[config.mk]
export PLATFORM = sky130hd
export DESIGN_NAME = ipcs_port
export DESIGN_NICKNAME = d
export VERILOG_FILES = /design/src/ipcs_port.v
export VERILOG_INCLUDE_DIRS = /design/src /design/src/src
export SDC_FILE = /design/constraint.sdc
export NUM_CORES = 1
export LEC_CHECK = 0
export BUFFER_PORTS_ARGS = -buffer_cell sky130_fd_sc_hd__buf_4
export CAP_MARGIN = 20
export CORE_ASPECT_RATIO = 1.4
export CORE_MARGIN = 2
export CORE_UTILIZATION = 44
export CTS_CLUSTER_DIAMETER = 200
export CTS_CLUSTER_SIZE = 25
export DETAILED_ROUTE_END_ITERATION = 6
export GPL_ROUTABILITY_DRIVEN = 0
export PLACE_DENSITY = 0.67
export SYNTH_ARGS = -nofsm -noshare
export SYNTH_HDL_FRONTEND = slang
export SYNTH_SLANG_ARGS = --single-unit
[constraint.sdc]
create_clock -name aclk -period 4.7 [get_ports aclk]
set_input_delay 0.94 -clock aclk [delete_from_list [all_inputs] [get_ports aclk]]
set_output_delay 0.94 -clock aclk [all_outputs]
set_load 0.01 [all_outputs]
[src/ipcs_map.vh]
// Purpose: register map, field positions and mode codes of the i2c port control/status block
// Assumes: 32-bit axi4-lite slave, byte addresses, registers in the low byte of each word
// Notes:   definitions only
`ifndef IPCS_MAP_VH
`define IPCS_MAP_VH

// register byte offsets
`define IPCS_OFF_STATUS  8'h00
`define IPCS_OFF_CTRL    8'h04
`define IPCS_OFF_BUF     8'h08
`define IPCS_OFF_BAUD    8'h0C

// port_status fields
`define IPCS_ST_BF       0
`define IPCS_ST_UA       1
`define IPCS_ST_RW       2
`define IPCS_ST_S        3
`define IPCS_ST_P        4
`define IPCS_ST_DA       5

// port_control_one fields
`define IPCS_CT_WRITE_COLLISION_FLAG     7
`define IPCS_CT_OVF      6
`define IPCS_CT_EN       5
`define IPCS_CT_CKP      4

// mode_field codes
`define IPCS_MODE_S10_SP 4'hF
`define IPCS_MODE_S7_SP  4'hE
`define IPCS_MODE_FWMST  4'hB
`define IPCS_MODE_HWMST  4'h8
`define IPCS_MODE_S10    4'h7
`define IPCS_MODE_S7     4'h6

// reset values, bus answers and bits per byte
`define IPCS_RST_BYTE    8'h00
`define IPCS_RESP_OKAY   2'h0
`define IPCS_RESP_SLVERR 2'h2
`define IPCS_BITS_BYTE   4'h8

`endif

[src/ipcs_port.v]
// Purpose: i2c serial port control and status registers with a minimal byte engine
// Assumes: pins synchronous to aclk, aclk is the oscillator clock, open-drain pins low-only
// Notes:   address matching and the second control register are outside this block
//
// Our own choices: the AXI4-Lite slave port and the register addresses.
`timescale 1ns/1ps
`include "ipcs_map.vh"

module ipcs_port (
  input  wire        aclk,
  input  wire        aresetn,
  input  wire [7:0]  awaddr,
  input  wire        awvalid,
  output reg         awready,
  input  wire [31:0] wdata,
  input  wire [3:0]  wstrb,
  input  wire        wvalid,
  output reg         wready,
  output reg  [1:0]  bresp,
  output reg         bvalid,
  input  wire        bready,
  input  wire [7:0]  araddr,
  input  wire        arvalid,
  output reg         arready,
  output reg  [31:0] rdata,
  output reg  [1:0]  rresp,
  output reg         rvalid,
  input  wire        rready,
  input  wire        scl_in,
  output reg         scl_out,
  output reg         scl_oe,
  input  wire        sda_in,
  output reg         sda_out,
  output reg         sda_oe,
  output reg         pins_owned
);

  ////////////////////////////////////////////////////////////////////////////
  // state
  reg        aw_have_reg;
  reg        w_have_reg;
  reg [7:0]  awaddr_reg;
  reg [7:0]  wbyte_reg;
  reg        wlane_reg;
  reg [1:0]  stat_wr_reg;
  reg        write_collision_flag_reg;
  reg        ovf_reg;
  reg        en_reg;
  reg        ckp_reg;
  reg [3:0]  mode_reg;
  reg [7:0]  buf_reg;
  reg [7:0]  baud_reg;
  reg        bf_reg;
  reg        ua_reg;
  reg        rw_reg;
  reg        s_reg;
  reg        p_reg;
  reg        da_reg;
  reg        scl_d_reg;
  reg        sda_d_reg;
  reg [3:0]  bitcnt_reg;
  reg [7:0]  shift_reg;
  reg        addr_ph_reg;
  reg        stx_reg;
  reg        mtx_reg;
  reg [1:0]  phase_reg;
  reg [7:0]  qcnt_reg;

  ////////////////////////////////////////////////////////////////////////////
  // mode decode
  wire slv = en_reg & ((mode_reg == `IPCS_MODE_S10_SP) | (mode_reg == `IPCS_MODE_S7_SP) |
                       (mode_reg == `IPCS_MODE_S10) | (mode_reg == `IPCS_MODE_S7));
  wire mst = en_reg & (mode_reg == `IPCS_MODE_HWMST);
  // firmware master and unlisted codes fall through: no slave or master engine runs
  wire ten_bit = mode_reg[0];

  // bus handshake terms
  wire wr_go = aw_have_reg & w_have_reg & ~bvalid;
  wire rd_go = arvalid & arready;
  wire sw_wr = wr_go & wlane_reg;
  wire wr_stat = sw_wr & (awaddr_reg == `IPCS_OFF_STATUS);
  wire wr_ctl = sw_wr & (awaddr_reg == `IPCS_OFF_CTRL);
  wire wr_buf = sw_wr & (awaddr_reg == `IPCS_OFF_BUF) & en_reg;
  wire wr_baud = sw_wr & (awaddr_reg == `IPCS_OFF_BAUD);
  wire rd_buf = rd_go & (araddr == `IPCS_OFF_BUF);
  wire wr_map = (awaddr_reg == `IPCS_OFF_STATUS) | (awaddr_reg == `IPCS_OFF_CTRL) |
                (awaddr_reg == `IPCS_OFF_BUF) | (awaddr_reg == `IPCS_OFF_BAUD);
  wire rd_map = (araddr == `IPCS_OFF_STATUS) | (araddr == `IPCS_OFF_CTRL) |
                (araddr == `IPCS_OFF_BUF) | (araddr == `IPCS_OFF_BAUD);

  // bus condition detection
  wire scl_rise = ~scl_d_reg & scl_in;
  wire scl_fall = scl_d_reg & ~scl_in;
  wire start_det = scl_in & scl_d_reg & sda_d_reg & ~sda_in;
  wire stop_det = scl_in & scl_d_reg & ~sda_d_reg & sda_in;

  // byte engine terms
  wire [7:0] rx_byte = {shift_reg[6:0], sda_in};
  wire rx_done = slv & ~stx_reg & scl_rise & (bitcnt_reg == 4'h7);
  wire tx_busy = mst ? (mtx_reg | s_reg) : (stx_reg & bf_reg);
  wire tx_mode = mst | (slv & stx_reg);
  wire write_collision_flag_set = wr_buf & tx_mode & tx_busy;
  wire ovf_set = rx_done & bf_reg;
  wire mtx_go = wr_buf & mst & ~tx_busy;
  wire stx_load = wr_buf & slv & stx_reg & ~tx_busy;
  wire tick = (qcnt_reg == {1'b0, baud_reg[6:0]});
  wire bit_live = (bitcnt_reg < `IPCS_BITS_BYTE);

  wire [7:0] stat_rd = {stat_wr_reg, da_reg, p_reg, s_reg, rw_reg, ua_reg, bf_reg};
  wire [7:0] ctl_rd = {write_collision_flag_reg, ovf_reg, en_reg, ckp_reg, mode_reg};

  ////////////////////////////////////////////////////////////////////////////
  // axi4-lite write channels: address and data taken in either order
  always @(posedge aclk) begin
    if (!aresetn) begin
      aw_have_reg <= 1'b0;
      w_have_reg <= 1'b0;
      awaddr_reg <= `IPCS_RST_BYTE;
      wbyte_reg <= `IPCS_RST_BYTE;
      wlane_reg <= 1'b0;
      awready <= 1'b1;
      wready <= 1'b1;
      bvalid <= 1'b0;
      bresp <= `IPCS_RESP_OKAY;
    end else begin
      if (awvalid & awready) begin
        aw_have_reg <= 1'b1;
        awaddr_reg <= awaddr;
        awready <= 1'b0;
      end
      if (wvalid & wready) begin
        w_have_reg <= 1'b1;
        wbyte_reg <= wdata[7:0];
        wlane_reg <= wstrb[0];
        wready <= 1'b0;
      end
      if (wr_go) begin
        bvalid <= 1'b1;
        bresp <= wr_map ? `IPCS_RESP_OKAY : `IPCS_RESP_SLVERR;
      end
      if (bvalid & bready) begin
        bvalid <= 1'b0;
        aw_have_reg <= 1'b0;
        w_have_reg <= 1'b0;
        awready <= 1'b1;
        wready <= 1'b1;
      end
    end
  end

  // axi4-lite read channel: data registered on the same edge that takes the address
  always @(posedge aclk) begin
    if (!aresetn) begin
      arready <= 1'b1;
      rvalid <= 1'b0;
      rdata <= 32'h0000_0000;
      rresp <= `IPCS_RESP_OKAY;
    end else begin
      if (rd_go) begin
        arready <= 1'b0;
        rvalid <= 1'b1;
        rresp <= rd_map ? `IPCS_RESP_OKAY : `IPCS_RESP_SLVERR;
        case (araddr)
          `IPCS_OFF_STATUS: rdata <= {24'h00_0000, stat_rd};
          `IPCS_OFF_CTRL:   rdata <= {24'h00_0000, ctl_rd};
          `IPCS_OFF_BUF:    rdata <= {24'h00_0000, buf_reg};
          `IPCS_OFF_BAUD:   rdata <= {24'h00_0000, baud_reg};
          default:          rdata <= 32'h0000_0000;
        endcase
      end else if (rvalid & rready) begin
        rvalid <= 1'b0;
        arready <= 1'b1;
      end
    end
  end

  ////////////////////////////////////////////////////////////////////////////
  // software-held control and status fields
  always @(posedge aclk) begin
    if (!aresetn) begin
      stat_wr_reg <= 2'h0;
      write_collision_flag_reg <= 1'b0;
      ovf_reg <= 1'b0;
      en_reg <= 1'b0;
      mode_reg <= 4'h0;
      baud_reg <= `IPCS_RST_BYTE;
    end else begin
      if (wr_stat) begin
        stat_wr_reg <= wbyte_reg[7:6];
      end
      if (wr_ctl) begin
        en_reg <= wbyte_reg[`IPCS_CT_EN];
        mode_reg <= wbyte_reg[3:0];
      end
      // a hardware set in the same cycle as a software clear wins
      write_collision_flag_reg <= (wr_ctl ? wbyte_reg[`IPCS_CT_WRITE_COLLISION_FLAG] : write_collision_flag_reg) | write_collision_flag_set;
      ovf_reg <= (wr_ctl ? wbyte_reg[`IPCS_CT_OVF] : ovf_reg) | ovf_set;
      if (wr_baud) begin
        baud_reg <= wbyte_reg;
      end
    end
  end

  ////////////////////////////////////////////////////////////////////////////
  // bus monitor, slave and master byte engine
  always @(posedge aclk) begin
    if (!aresetn) begin
      buf_reg <= `IPCS_RST_BYTE;
      bf_reg <= 1'b0;
      ua_reg <= 1'b0;
      rw_reg <= 1'b0;
      s_reg <= 1'b0;
      p_reg <= 1'b0;
      da_reg <= 1'b0;
      ckp_reg <= 1'b0;
      scl_d_reg <= 1'b1;
      sda_d_reg <= 1'b1;
      bitcnt_reg <= 4'h0;
      shift_reg <= `IPCS_RST_BYTE;
      addr_ph_reg <= 1'b0;
      stx_reg <= 1'b0;
      mtx_reg <= 1'b0;
      phase_reg <= 2'h0;
      qcnt_reg <= `IPCS_RST_BYTE;
    end else begin
      scl_d_reg <= scl_in;
      sda_d_reg <= sda_in;
      if (wr_ctl) begin
        ckp_reg <= wbyte_reg[`IPCS_CT_CKP];
      end
      if (wr_baud) begin
        ua_reg <= 1'b0;
      end
      if (wr_buf) begin
        buf_reg <= wbyte_reg;
      end
      // reading the buffer empties it; a byte landing the same cycle finds it still full, is not stored and sets overflow
      if (rd_buf) begin
        bf_reg <= 1'b0;
      end
      if (!en_reg) begin
        s_reg <= 1'b0;
        p_reg <= 1'b0;
        stx_reg <= 1'b0;
        mtx_reg <= 1'b0;
        addr_ph_reg <= 1'b0;
        bitcnt_reg <= 4'h0;
      end else begin
        // latest bus condition seen
        if (start_det) begin
          s_reg <= 1'b1;
          p_reg <= 1'b0;
        end else if (stop_det) begin
          p_reg <= 1'b1;
          s_reg <= 1'b0;
        end
        if (slv) begin
          if (start_det | stop_det) begin
            bitcnt_reg <= 4'h0;
            addr_ph_reg <= start_det;
            stx_reg <= 1'b0;
          end else if (scl_rise) begin
            if (bit_live) begin
              bitcnt_reg <= bitcnt_reg + 4'h1;
            end else begin
              bitcnt_reg <= 4'h0;
              if (stx_reg & sda_in) begin
                stx_reg <= 1'b0; // not acknowledged: transmit ends
              end
            end
            if (!stx_reg & bit_live) begin
              shift_reg <= rx_byte;
            end
            if (stx_reg & (bitcnt_reg == 4'h7)) begin
              bf_reg <= 1'b0;
            end
          end else if (scl_fall & stx_reg & (bitcnt_reg != 4'h0) & bit_live) begin
            shift_reg <= {shift_reg[6:0], 1'b0};
          end
          if (rx_done) begin
            addr_ph_reg <= 1'b0;
            da_reg <= ~addr_ph_reg;
            if (addr_ph_reg) begin
              rw_reg <= sda_in;
              ua_reg <= ten_bit;
              stx_reg <= sda_in;
              if (sda_in) begin
                ckp_reg <= 1'b0; // stretch until software sets the clock-release bit
              end
            end
            if (!bf_reg) begin
              buf_reg <= rx_byte;
              bf_reg <= 1'b1;
            end
          end
          if (stx_load) begin
            shift_reg <= wbyte_reg;
            bf_reg <= 1'b1;
          end
        end
        if (mst) begin
          // quarter-period ticks every baud[6:0]+1 clocks (baud bit 7 unused), four per scl period
          qcnt_reg <= (tick | mtx_go) ? 8'h00 : qcnt_reg + 8'h01;
          if (mtx_go) begin
            shift_reg <= wbyte_reg;
            bf_reg <= 1'b1;
            mtx_reg <= 1'b1;
            rw_reg <= 1'b1;
            bitcnt_reg <= 4'h0;
            phase_reg <= 2'h0;
          end else if (mtx_reg & tick) begin
            phase_reg <= phase_reg + 2'h1;
            if (phase_reg == 2'h3) begin
              bitcnt_reg <= bitcnt_reg + 4'h1;
              shift_reg <= {shift_reg[6:0], 1'b0};
              if (!bit_live) begin
                mtx_reg <= 1'b0;
                rw_reg <= 1'b0;
                bf_reg <= 1'b0;
                bitcnt_reg <= 4'h0;
              end
            end
          end
        end
      end
    end
  end

  ////////////////////////////////////////////////////////////////////////////
  // registered pin drive: low-only, enables follow the engine state
  always @(posedge aclk) begin
    if (!aresetn) begin
      scl_out <= 1'b0;
      sda_out <= 1'b0;
      scl_oe <= 1'b0;
      sda_oe <= 1'b0;
      pins_owned <= 1'b0;
    end else begin
      scl_out <= 1'b0;
      sda_out <= 1'b0;
      pins_owned <= en_reg;
      // clock-release only stretches in slave modes; master ignores it
      scl_oe <= (slv & ~ckp_reg) | (mst & mtx_reg & ~phase_reg[1]);
      sda_oe <= ((slv & stx_reg & bf_reg) | (mst & mtx_reg)) & bit_live & ~shift_reg[7];
    end
  end

endmodule

==> flow_metrics.tcl <==
set metrics [dict create \
    synthMuxAreaShare_pct 9.79 \
    nFillCells 1004 \
    top_layer "met4" \
    insertion_delay_ns 0.35 \
    rsz0062_at_grt "false" \
    drv_cap 0 \
    via_per_inst 5.50 \
    dieWidth_um 92.2 \
    hpwl_mm 8.45 \
    ys_async_sr_fraction_pct 0 \
    synth-compound-area-share_pct 16.4 \
    hold_depth 2 \
    period_share_pct 58.2 \
    crit_path_end "buf_reg[5]" \
    worstMarginPinSlew_ns 0.994 \
    synthTopCellsByCount "dfxtp_1 (96), nand2_1 (69), nor2_1 (46), a21oi_1 (33), buf_4 (29)" \
    cts_made_buffers 9 \
    violations "design-rule violations" \
    root_buffer "clkbuf_16" \
    crit_type "reg -> reg" \
    setup_viol 0 \
    peakVddDrop_mv 0.183 \
    yosysWarnings 0 \
    relSlewSlack_pct 33.2 \
    drtPass1Iterations 7 \
    required_ns 4.89 \
    met3_length_um 477 \
    drive_above_1_share_pct 22.1 \
    synthDistinctLibCells 65 \
    met2_length_mm 5.95 \
    end_kind "register" \
    yosysTopAreaCellShare_pct 40.1 \
    start_util_pct 44.6 \
    wl_met1_mm 4.75 \
    regArea_um2 1920 \
    report.final.slew_viol_count 0 \
    fmaxAchievable_mhz 366 \
    cts_setup_buffers 0 \
    timing.rr.end "buf_reg[5]" \
    die_area_um2 11800 \
    antenna_found_initial 0 \
    drt_iter0_markers 273 \
    yosys.area_share.adder_pct 1.04 \
    ys_ff_latch 96 \
    yosys.area_share.xor_xnor_pct 2.92 \
    switching_share_pct 23.0 \
    grt_max_degree 51 \
    synth_edf_count 0 \
    synthTopCellsByArea "dfxtp_1 (40%), nand2_1 (5.4%), buf_4 (4.5%), mux2i_1 (4.4%), mux4_2 (3.8%)" \
    cts.clk_slew.worst_paths_ns 0.07 \
    worstPathArrival_ns 2.92 \
    hold_buffers 0 \
    drcViolationCount 7 \
    post_cts_resized 0 \
    final_hold_viol_count 0 \
    area_growth_pct 13.5 \
    start_kind "register" \
    clock_power_share_pct 44.1 \
    min_period_ns 2.73 \
    vias 3859 \
    wl_per_cell_um 16.4 \
    holdCritPathClass "reg -> reg" \
    cts.htree.levels 3 \
    post-route-util_pct 50.6 \
    yosysSeqAreaShare_pct 40.1 \
    synth_top_family_by_area "simple AND/OR/NAND/NOR gates" \
    seqPwrFrac_pct 49.9 \
    synth_most_common_cell "dfxtp_1" \
    diodes 0 \
    ant_nets 0 \
    cts_buffer_depth 2 \
    power_switching_mw 0.391 \
    fin_skew_ns 0.00695 \
    wl_mm 11.5 \
    grt_overflow 0 \
    grt_pass1_vias 3743 \
    power.density_nw_per_um2 313 \
    synth-simple-area-share_pct 21.7 \
    die_h_um 127 \
    tns_ns 0 \
    nets 620 \
    cts.sinks 96 \
    combPwrFrac_pct 6.0 \
    r2r_setup_slack_ns 1.97 \
    globalRouteTotalUtil_pct 20.2 \
    synth_cells 519 \
    synth-main-ff-cell "dfxtp_1" \
    grt_pass1_wl_mm 18.8 \
    worst-path-max-fanout 22 \
    syn_avg_cell_area_um2 9.24 \
    core_area_um2 10800 \
    crit_start "en_reg" \
    rr_startpoint "en_reg" \
    place_ws_ns 1.79 \
    rows 45 \
    setup_ws_ns 1.97 \
    internal_power_mw 1.31 \
    cts_tree "built" \
    outcome "complete, but fails checks" \
    synth.largest_area_cell "dfxtp_1" \
    io_pins 107 \
    synthesis.area_um2 4790 \
    multi_input_area_um2 2590 \
    numPortBuffers 51 \
    leakagePower_nw 2.17 \
    rr_worst_depth 5 \
]
[how the worst min path moves through the flow]
stage                             start            end  slack [ns]
final                     awaddr_reg[6]  awaddr_reg[6]        0.46
after global routing      awaddr_reg[5]  awaddr_reg[5]        0.50
after CTS                 awaddr_reg[6]  awaddr_reg[6]        0.47
after detailed placement  awaddr_reg[6]  awaddr_reg[6]        0.46
after floorplan            shift_reg[7]         sda_oe        0.43
after global placement    awaddr_reg[6]  awaddr_reg[6]        0.45
[cell families after synthesis]
kind of cell | Yosys count
other | 1
xor gates and xnor gates | 16
muxes | 36
DFF | 96
adders and majority gates | 4
and+or+nand+nor | 197
AOI/OAI and AO/OA | 103
buffers and inverters | 66
[per-stage QoR]
stage               hold WS, ns  cells  cell area (um2)  power [mW]
global route              0.495    701             5440        1.76
global placement          0.451    685             5130       0.968
detailed placement        0.456    685             5130       0.970
finish                    0.462    701             5440        1.70
CTS                       0.466    701             5440        1.71
floorplan                 0.427    546             4890       0.942
[worst max-delay path, cell delays in order (launching register included)]
cell and delay [ns]:
dfxtp_1 0.85, nand3_2 0.36, nor4b_4 0.65, nand2b_2 0.39
nor2_1 0.24, a311oi_2 0.07
[per-layer routing]
layer / vias to the layer above / track usage [%]
met5: - / 0
met4: 0 / 11.0
met3: 20 / 2.54
met2: 104 / 35.6
met1: 1849 / 23.7
li1: 1886 / -
[cell usage in the layout (no fill, tap or decap), types with 3 or more instances in the layout]
master	count
buf_4	53
a22oi_1	8
and4_1	3
nand4_1	4
dfxtp_1	96
nor4_1	3
a21oi_1	33
xor2_1	12
mux4_2	8
conb_1	28
o21ai_0	14
nand2b_1	4
clkbuf_16	9
mux2_2	7
and3_1	4
o221a_2	14
a21boi_0	3
ha_1	4
xnor2_1	4
a311oi_2	8
nand2_1	69
nor4_2	4
mux2i_1	21
o21a_1	3
nor3_1	14
inv_1	10
nor2b_1	5
and2_1	3
nand3_1	20
nor2_1	46
[power groups by stage]
stage / Sequential, mW / Clock (mW) / Combinational [mW]
2_1_floorplan: 0.861 / 0 / 0.0812
3_3_place_gp: 0.867 / 0 / 0.101
3_5_place_dp: 0.868 / 0 / 0.102
4_1_cts: 0.850 / 0.761 / 0.102
5_1_grt: 0.852 / 0.792 / 0.115
6_report: 0.850 / 0.751 / 0.102
[cell type report]
| type | count | share of cell area [%] |
|---|---|---|
| Inverter | 11 | 0.759 |
| Tap cell | 141 | 3.24 |
| Clock buffer | 11 | 4.65 |
| Timing Repair Buffer | 53 | 7.31 |
| Multi-Input combinational cell | 384 | 47.7 |
| Sequential cell | 96 | 35.3 |
| Clock inverter | 5 | 1.01 |
(Power assumes the default switching activity.)
